[config.mk]
export PLATFORM = sky130hd
export DESIGN_NAME = motor_error_flag_manager
export DESIGN_NICKNAME = d
export VERILOG_FILES = /design/src/core/error_flag_pkg.sv /design/src/core/hard_overcurrent_counter.sv /design/src/core/serial_timeout_timer.sv /design/src/core/motor_error_flag_manager.sv
export VERILOG_INCLUDE_DIRS = /design/src /design/src/core
export SDC_FILE = /design/constraint.sdc
export NUM_CORES = 1
export LEC_CHECK = 0
export BUFFER_PORTS_ARGS = -buffer_cell sky130_fd_sc_hd__buf_2
export CAP_MARGIN = 20
export CORE_MARGIN = 4
export CORE_UTILIZATION = 52
export DETAILED_ROUTE_END_ITERATION = 8
export PLACE_DENSITY_LB_ADDON = 0.2
export SYNTH_ARGS = -nofsm -noshare
export SYNTH_HDL_FRONTEND = slang
export SYNTH_HIERARCHICAL = 1
export SYNTH_SLANG_ARGS = --single-unit
[constraint.sdc]
create_clock -name clk -period 2.9 [get_ports clk]
set_input_delay 0.58 -clock clk [delete_from_list [all_inputs] [get_ports clk]]
set_output_delay 0.58 -clock clk [all_outputs]
set_load 0.02 [all_outputs]
[src/core/error_flag_params.svh]
`ifndef ERROR_FLAG_PARAMS_SVH
`define ERROR_FLAG_PARAMS_SVH
`define FLAG_WIDTH 16
`define BIT_WAIT_HOST 0
`define BIT_NO_POWER 1
`define BIT_DRIVER_FAULT 2
`define BIT_INPUT_INVALID 3
`define BIT_INPUT_DISCONNECT 4
`define BIT_FEEDBACK_DISCONNECT 5
`define BIT_SOFT_OVERCURRENT 6
`define BIT_SERIAL_SIGNAL 7
`define BIT_SERIAL_OVERRUN 8
`define BIT_RX_BUFFER_FULL 9
`define BIT_SERIAL_CRC 10
`define BIT_SERIAL_PROTOCOL 11
`define BIT_SERIAL_TIMEOUT 12
`define BIT_HARD_OVERCURRENT 13
`define FLAGS_RESET 16'h0000
`define TIMEOUT_TICK_NS 10000000
`define CLK_PERIOD_NS 50
`define TIMEOUT_TICK_CYCLES (`TIMEOUT_TICK_NS / `CLK_PERIOD_NS)
`endif

[src/core/error_flag_pkg.sv]
package error_flag_pkg;
   typedef enum logic [1:0]
   {
      RESP_DISABLED = 2'h0,
      RESP_ENABLED = 2'h1,
      RESP_LATCHED = 2'h3
   } response_t;
   typedef enum logic [1:0]
   {
      XFER_IDLE = 2'h0,
      XFER_LOW = 2'h1,
      XFER_HIGH = 2'h3
   } xfer_state_t;
endpackage

[src/core/hard_overcurrent_counter.sv]
`timescale 1ns/1ps
`include "error_flag_params.svh"
module hard_overcurrent_counter
(
   input wire logic clk,
   input wire logic reset_n,
   input wire logic period_tick,
   input wire logic hw_limiting,
   input wire logic [7:0] threshold,
   output logic fault
);
   logic [7:0] count_q;
   // =====================================================
   // Persistence count.
   always_ff @(posedge clk or negedge reset_n)
   begin
      if (!reset_n)
      begin
         count_q <= 8'h00;
      end
      else if (period_tick)
      begin
         if (!hw_limiting)
         begin
            count_q <= 8'h00;
         end
         else if (count_q != 8'hFF)
         begin
            count_q <= count_q + 8'h01;
         end
      end
   end
   assign fault = hw_limiting && (threshold != 8'h00) && (count_q >= threshold);
endmodule

[src/core/serial_timeout_timer.sv]
`timescale 1ns/1ps
`include "error_flag_params.svh"
module serial_timeout_timer
#(
   parameter int TICK_CYCLES = `TIMEOUT_TICK_CYCLES
)
(
   input wire logic clk,
   input wire logic reset_n,
   input wire logic [15:0] timeout_ticks,
   input wire logic restart,
   output logic expired
);
   logic [23:0] pre_q;
   logic [15:0] ticks_q;
   logic tick;
   assign tick = (pre_q == 24'(TICK_CYCLES - 1));
   // =====================================================
   // Prescaler and tick counter.
   always_ff @(posedge clk or negedge reset_n)
   begin
      if (!reset_n)
      begin
         pre_q <= 24'h000000;
         ticks_q <= 16'h0000;
      end
      else if (restart || timeout_ticks == 16'h0000)
      begin
         pre_q <= 24'h000000;
         ticks_q <= 16'h0000;
      end
      else
      begin
         pre_q <= tick ? 24'h000000 : pre_q + 24'h000001;
         if (tick && ticks_q != timeout_ticks)
         begin
            ticks_q <= ticks_q + 16'h0001;
         end
      end
   end
   assign expired = (timeout_ticks != 16'h0000) && (ticks_q == timeout_ticks);
endmodule

[src/core/motor_error_flag_manager.sv]
// Contract
// - Keep a 16-bit stop-cause word; a 1 bit stops the motor.
// - A read may clear latched stop-cause bits, never the wait-for-host bit.
// - Keep a 16-bit seen-since-clear word recording every error, even disabled.
// - A read may clear the whole seen-since-clear word.
// - Disabled errors never set stop-cause bits but are still recorded.
// - Enabled errors follow their condition in the stop-cause word.
// - Latched errors hold their bit and raise wait-for-host until cleared.
// - Per-error immediate-stop option; supply-low and driver fault always immediate.
// - Flag words are sent low byte first, then high byte.
// - Wait-for-host set at host-mode startup, stop command, latched error; cleared by drive commands.
// - Bit 1 marks motor supply too low.
// - Bit 2 marks an external driver fault.
// - Bit 3 marks invalid pulse input, only in pulse input mode.
// - Bit 4 marks input out of range or analog input disconnect.
// - Bit 5 marks feedback out of range or analog feedback disconnect.
// - Bit 6 marks current above the soft limit.
// - Bit 7 marks a serial byte without a valid stop bit.
// - Bit 8 marks receiver hardware buffer overrun.
// - Bit 9 marks a byte dropped by the full receive byte buffer.
// - Bit 10 marks a bad packet checksum when checking is on.
// - Bit 11 marks a malformed serial or two-wire packet.
// - Bit 12 marks a timeout expiring without a clearing command.
// - Bit 13 marks hardware current limiting persisting the set periods.
// - Error line high while any stop-cause bit besides wait-for-host is set.
`timescale 1ns/1ps
`include "error_flag_params.svh"
module motor_error_flag_manager
#(
   parameter int TICK_CYCLES = `TIMEOUT_TICK_CYCLES
)
(
   input wire logic clk,
   input wire logic reset_n,
   input wire logic [31:0] response_cfg,
   input wire logic [15:0] immediate_stop_cfg,
   input wire logic host_input_mode,
   input wire logic pulse_input_mode,
   input wire logic analog_input_mode,
   input wire logic analog_feedback_mode,
   input wire logic input_detect_en,
   input wire logic feedback_detect_en,
   input wire logic crc_check_en,
   input wire logic [15:0] timeout_ticks,
   input wire logic [7:0] hard_oc_threshold,
   input wire logic motor_supply_input_low,
   input wire logic driver_fault,
   input wire logic pulse_invalid,
   input wire logic [11:0] input_value,
   input wire logic [11:0] input_error_min,
   input wire logic [11:0] input_error_max,
   input wire logic input_power_disconnect,
   input wire logic [11:0] feedback_value,
   input wire logic [11:0] feedback_error_min,
   input wire logic [11:0] feedback_error_max,
   input wire logic feedback_power_disconnect,
   input wire logic [15:0] current_ma,
   input wire logic [15:0] soft_current_limit,
   input wire logic rx_stop_bit_bad,
   input wire logic rx_hw_overrun,
   input wire logic rx_byte_dropped,
   input wire logic packet_crc_bad,
   input wire logic packet_malformed,
   input wire logic period_tick,
   input wire logic hw_current_limiting,
   input wire logic cmd_set_target,
   input wire logic cmd_stop_motor,
   input wire logic cmd_force_duty_target,
   input wire logic cmd_force_duty,
   input wire logic read_req,
   input wire logic read_seen,
   input wire logic read_clear,
   output logic read_busy,
   output logic read_valid,
   output logic [7:0] read_byte,
   output logic [15:0] stop_cause_flags,
   output logic [15:0] seen_since_clear_flags,
   output logic motor_stop_req,
   output logic immediate_stop_req,
   output logic error_line
);
   // =====================================================
   // Error conditions.
   logic [15:0] cond;
   logic timeout_exp;
   logic hard_oc;
   logic clear_halting;
   logic timeout_restart;
   logic read_take;
   logic startup_q;
   logic [15:0] latch_q;
   logic [15:0] level_en;
   logic [15:0] latch_en;
   logic [15:0] stop_q;
   logic [15:0] seen_q;
   logic [15:0] snap_q;
   logic wait_q;
   error_flag_pkg::xfer_state_t xfer_q;
   assign read_take = read_req && (xfer_q == error_flag_pkg::XFER_IDLE);
   assign clear_halting = read_take && !read_seen && read_clear;
   assign timeout_restart = cmd_set_target || cmd_stop_motor || cmd_force_duty_target
      || cmd_force_duty || clear_halting;
   serial_timeout_timer #(.TICK_CYCLES(TICK_CYCLES)) timeout_timer
   (
      .clk(clk),
      .reset_n(reset_n),
      .timeout_ticks(timeout_ticks),
      .restart(timeout_restart),
      .expired(timeout_exp)
   );
   hard_overcurrent_counter hard_oc_counter
   (
      .clk(clk),
      .reset_n(reset_n),
      .period_tick(period_tick),
      .hw_limiting(hw_current_limiting),
      .threshold(hard_oc_threshold),
      .fault(hard_oc)
   );
   always_comb
   begin
      cond = 16'h0000;
      cond[`BIT_NO_POWER] = motor_supply_input_low;
      cond[`BIT_DRIVER_FAULT] = driver_fault;
      cond[`BIT_INPUT_INVALID] = pulse_input_mode && pulse_invalid;
      cond[`BIT_INPUT_DISCONNECT] = (input_value > input_error_max)
         || (input_value < input_error_min)
         || (analog_input_mode && input_detect_en && input_power_disconnect);
      cond[`BIT_FEEDBACK_DISCONNECT] = (feedback_value > feedback_error_max)
         || (feedback_value < feedback_error_min)
         || (analog_feedback_mode && feedback_detect_en && feedback_power_disconnect);
      cond[`BIT_SOFT_OVERCURRENT] = current_ma > soft_current_limit;
      cond[`BIT_SERIAL_SIGNAL] = rx_stop_bit_bad;
      cond[`BIT_SERIAL_OVERRUN] = rx_hw_overrun;
      cond[`BIT_RX_BUFFER_FULL] = rx_byte_dropped;
      cond[`BIT_SERIAL_CRC] = crc_check_en && packet_crc_bad;
      cond[`BIT_SERIAL_PROTOCOL] = packet_malformed;
      cond[`BIT_SERIAL_TIMEOUT] = timeout_exp;
      cond[`BIT_HARD_OVERCURRENT] = hard_oc;
   end
   // =====================================================
   // Response decode.
   always_comb
   begin
      level_en = 16'h0000;
      latch_en = 16'h0000;
      for (int i = 1; i < `FLAG_WIDTH; i++)
      begin
         level_en[i] = response_cfg[2*i +: 2] == error_flag_pkg::RESP_ENABLED;
         latch_en[i] = response_cfg[2*i +: 2] == error_flag_pkg::RESP_LATCHED;
      end
   end
   // =====================================================
   // Latched bits; a new event wins over a clear.
   always_ff @(posedge clk or negedge reset_n)
   begin
      if (!reset_n)
      begin
         latch_q <= `FLAGS_RESET;
      end
      else
      begin
         latch_q <= ((clear_halting ? 16'h0000 : latch_q) | (cond & latch_en)) & 16'hFFFE;
      end
   end
   // =====================================================
   // Wait-for-host bit.
   always_ff @(posedge clk or negedge reset_n)
   begin
      if (!reset_n)
      begin
         startup_q <= 1'b1;
         wait_q <= 1'b0;
      end
      else
      begin
         startup_q <= 1'b0;
         if ((startup_q && host_input_mode) || cmd_stop_motor || |(cond & latch_en))
         begin
            wait_q <= 1'b1;
         end
         else if (cmd_set_target || cmd_force_duty_target || cmd_force_duty)
         begin
            wait_q <= 1'b0;
         end
      end
   end
   // =====================================================
   // Stop-cause word, registered.
   always_ff @(posedge clk or negedge reset_n)
   begin
      if (!reset_n)
      begin
         stop_q <= `FLAGS_RESET;
      end
      else
      begin
         stop_q <= (cond & level_en) | latch_q | {15'h0000, wait_q};
      end
   end
   // =====================================================
   // Seen-since-clear word; a new event wins over a clear.
   always_ff @(posedge clk or negedge reset_n)
   begin
      if (!reset_n)
      begin
         seen_q <= `FLAGS_RESET;
      end
      else
      begin
         seen_q <= ((read_take && read_seen && read_clear) ? 16'h0000 : seen_q)
            | cond | {15'h0000, wait_q};
      end
   end
   // =====================================================
   // Two-byte read transfer.
   always_ff @(posedge clk or negedge reset_n)
   begin
      if (!reset_n)
      begin
         xfer_q <= error_flag_pkg::XFER_IDLE;
         snap_q <= 16'h0000;
         read_valid <= 1'b0;
         read_byte <= 8'h00;
      end
      else
      begin
         read_valid <= 1'b0;
         unique case (xfer_q)
            error_flag_pkg::XFER_IDLE:
            begin
               if (read_req)
               begin
                  snap_q <= read_seen ? seen_q : stop_q;
                  xfer_q <= error_flag_pkg::XFER_LOW;
               end
            end
            error_flag_pkg::XFER_LOW:
            begin
               read_byte <= snap_q[7:0];
               read_valid <= 1'b1;
               xfer_q <= error_flag_pkg::XFER_HIGH;
            end
            error_flag_pkg::XFER_HIGH:
            begin
               read_byte <= snap_q[15:8];
               read_valid <= 1'b1;
               xfer_q <= error_flag_pkg::XFER_IDLE;
            end
            default:
            begin
               xfer_q <= error_flag_pkg::XFER_IDLE;
            end
         endcase
      end
   end
   assign read_busy = xfer_q != error_flag_pkg::XFER_IDLE;
   // =====================================================
   // Stop requests and error line.
   assign stop_cause_flags = stop_q;
   assign seen_since_clear_flags = seen_q;
   assign motor_stop_req = |stop_q;
   assign immediate_stop_req = |(stop_q & (immediate_stop_cfg | 16'h0006));
   assign error_line = |stop_q[15:1];
endmodule

==> results.yml <==
sta:
  finalCritPeriodShare_pct: 84.2
  fin_tns_setup_ps: 0
  fin_crit_ps: 2440
  setup_viol: 0
  hold_viol: 0
  drv_slew: 0
  rsz0062_at_grt: "false"
  fin_skew_ps: 11.0
  max-slew-margin-rel_pct: 64.0
  finalWorstSetupSlack_ps: 458
  max_freq_ghz: 0.410
  max_slew.worst_pin.slew_ps: 535
yosys:
  synth_commonest_cells: "dfrtp_1 (115), inv_1 (79), ha_1 (73), nand2_1 (65), nor2_1 (60)"
  yosysMostFrequentCell: "dfrtp_1"
  avgSynthCellArea_um2: 9.19
  ys_ff_latch: 116
  ys_types: 69
  synth-edff-count: 0
  async_flop_share_pct: 100
  synth.top_cell.area_share_pct: 38.9
  yosys.area.top_type: "dfrtp_1"
  yosysSeqAreaShare_pct: 39.2
  postSynthCellCount: 806
  ys.warnings.count: 6
  synthTopCellsByArea: "dfrtp_1 (39%), ha_1 (12%), inv_1 (4.0%)"
  ys.flop_type: "dfrtp_1"
  syn_area_um2: 7400
clock_network:
  cts_made_buffers: 17
  cts_resized: 0
  hold_buffers: 0
  cts.reportedPaths.clkPinSlew_ps: 60
  clkSinkCount: 116
  clock_latency_ps: 410
  post_cts_buffers: 0
  cts.htree.levels: 4
  cts-root-buf: "clkbuf_16"
  clk_path_buf_depth: 2
  cts_tree: "built"
global_route:
  grt_pass1_vias: 6859
  grt_antenna_before_repair: 6
  grt_pass1_wl_um: 33400
  grt_max_degree: 51
  grt_util_all_layers_pct: 25.8
  grt_overflow: 0
setup_path:
  reg2reg_to: "timeout_timer/ticks_q[13]$_DFFE_PN0P_"
  startpoint_type: "flop"
  r2r_cells: 6
  critical_path_class: "flop to flop"
  cp_data_required_time_ps: 3240
  path_max_fanout: 5
  arrival_ps: 2780
  crit_path_end_kind: "flop"
  rrSetupSlack_ps: 460
  regToRegStartpoint: "timeout_timer/pre_q[0]$_DFF_PN0_"
drt:
  ant_nets: 0
  drt_iter0_drc: 442
  drc: 0
  detail_route.wl_per_cell_um: 16.6
  wirelength_um: 20700
  dr.pass1.iters: 5
  vias: 6921
  viasPerCell: 5.53
die:
  dieHeight_um: 127
  die_area_um2: 16200
  io_pins: 249
  rows: 43
  start_util_pct: 53.1
  die_w_um: 127
  coreArea_um2: 13900
place:
  dp.cells: 1215
  dp_hpwl_um: 16400
  place_congestion: 0.894
  port_buffers: 234
  pre_cts_ws_ps: 277
power:
  power.total_mw: 5.51
  p_leak_nw: 4.76
  peakVddDrop_mv: 0.498
  powerDensity_nw_per_um2: 583
finish:
  area_growth_pct: 27.6
  layout.cells.non_filler: 1251
  layout-drive-gt1-share_pct: 29.1
  nets: 1331
  fin_util_pct: 67.8
flow_run:
  cap_violations: 0
run_status:
  status: "complete, no violations"
min_path:
  hold_path_class: "primary input to async pin"
[cells in the final DEF (no fill, tap or decap), types with 7 or more instances in the layout]
cell type  netlist  routed
a21o_1          21      21
a21oi_1         59      59
and3_1          16      16
and4_1           7       7
buf_2            3     233
buf_4            4      16
clkbuf_16        0      17
dfrtp_1        115     115
ha_1            73      73
inv_1           79      79
mux2i_1         22      22
nand2_1         65      65
nand3_1         37      37
nand4_1         25      25
nor2_1          60      59
nor2b_1          8       8
nor3_1           9       9
nor4_1          15      15
o211ai_1         7       7
o21ai_0         18      18
o21bai_1        11      11
o31ai_1          9       9
or4_1           11      11
xor2_1          33      33
[layer usage]
| layer | GRT usage (%) | routed length [um] | part of all wire, % | vias up |
|---|---|---|---|---|
| met5 | 0 | 36 | 0.17 | - |
| met4 | 8.64 | 483 | 2.3 | 6 |
| met3 | 6.52 | 1200 | 5.8 | 40 |
| met2 | 42.2 | 10100 | 49 | 210 |
| met1 | 33.6 | 8940 | 43 | 3255 |
| li1 | - | - | - | 3410 |
[how the worst max path moves through the flow]
stage,startpoint,slack (ps),cells past startpoint,end
after floorplan,read_seen,430,8,timeout_timer/pre_q[10]$_DFF_PN0_
after global placement,feedback_value[9],330,9,wait_q$_DFFE_PN0P_
after detailed placement,feedback_value[9],280,9,wait_q$_DFFE_PN0P_
final,timeout_timer/pre_q[0]$_DFF_PN0_,460,6,timeout_timer/ticks_q[13]$_DFFE_PN0P_
after global routing,hard_oc_counter/count_q[2]$_DFFE_PN0P_,290,9,wait_q$_DFFE_PN0P_
after CTS,timeout_timer/pre_q[0]$_DFF_PN0_,470,6,timeout_timer/ticks_q[13]$_DFFE_PN0P_
[registers in the layout (all words and copies together) (netlist names), 8 cells and up]
name,flops
timeout_timer/pre_q,24
timeout_timer/ticks_q,16
seen_since_clear_flags,14
snap_q,14
stop_cause_flags,14
latch_q,13
hard_oc_counter/count_q,8
read_byte,8
[worst max-delay path, cell delays in order (launching register included)]
cell     delay, ps
dfrtp_1        360
ha_1           220
nand3_2        140
or4_4          580
or4_1          570
or4_1          420
nand2_1         80
[area by class of cell]
class	instances	area [um^2]
fillers	1159	4490
clock inverters	12	130
diodes	4	10.0
inverters	79	297
multi-input cells	590	4110
flip-flops and latches	116	2900
well taps	180	225
repair buffers	250	1310
clock buffers	20	467
[per-stage QoR]
step	cell area, um^2	hold WS (ps)
2_1_floorplan	7420	284
3_3_place_gp	8840	410
3_5_place_dp	8840	414
4_1_cts	9440	68.9
5_1_grt	9440	77.2
6_report	9450	74.7
[kinds of logic (layout without fill, tap and decap cells)]
family                     Yosys count  after routing  share of synthesized area, %
buffers and inverters              104            361                          5.53
and+or+nand+nor                    282            282                          19.9
muxes                               22             22                          2.97
adders and majority gates           73             73                          12.3
DFF                                116            116                          39.2
other                                1              9                        0.0507
xor gates and xnor gates            37             37                          4.38
AOI/OAI and AO/OA                  171            171                          15.6
[report_power, final]
part           total (mW)  leakage [nW]  internal, mW  switching (mW)
clock network        2.07         0.292          1.33           0.739
registers            2.13          1.37          1.90           0.227
logic                1.31          3.10         0.556           0.757
total                5.51          4.76          3.79            1.72
Power figures use the tool's default switching activity.
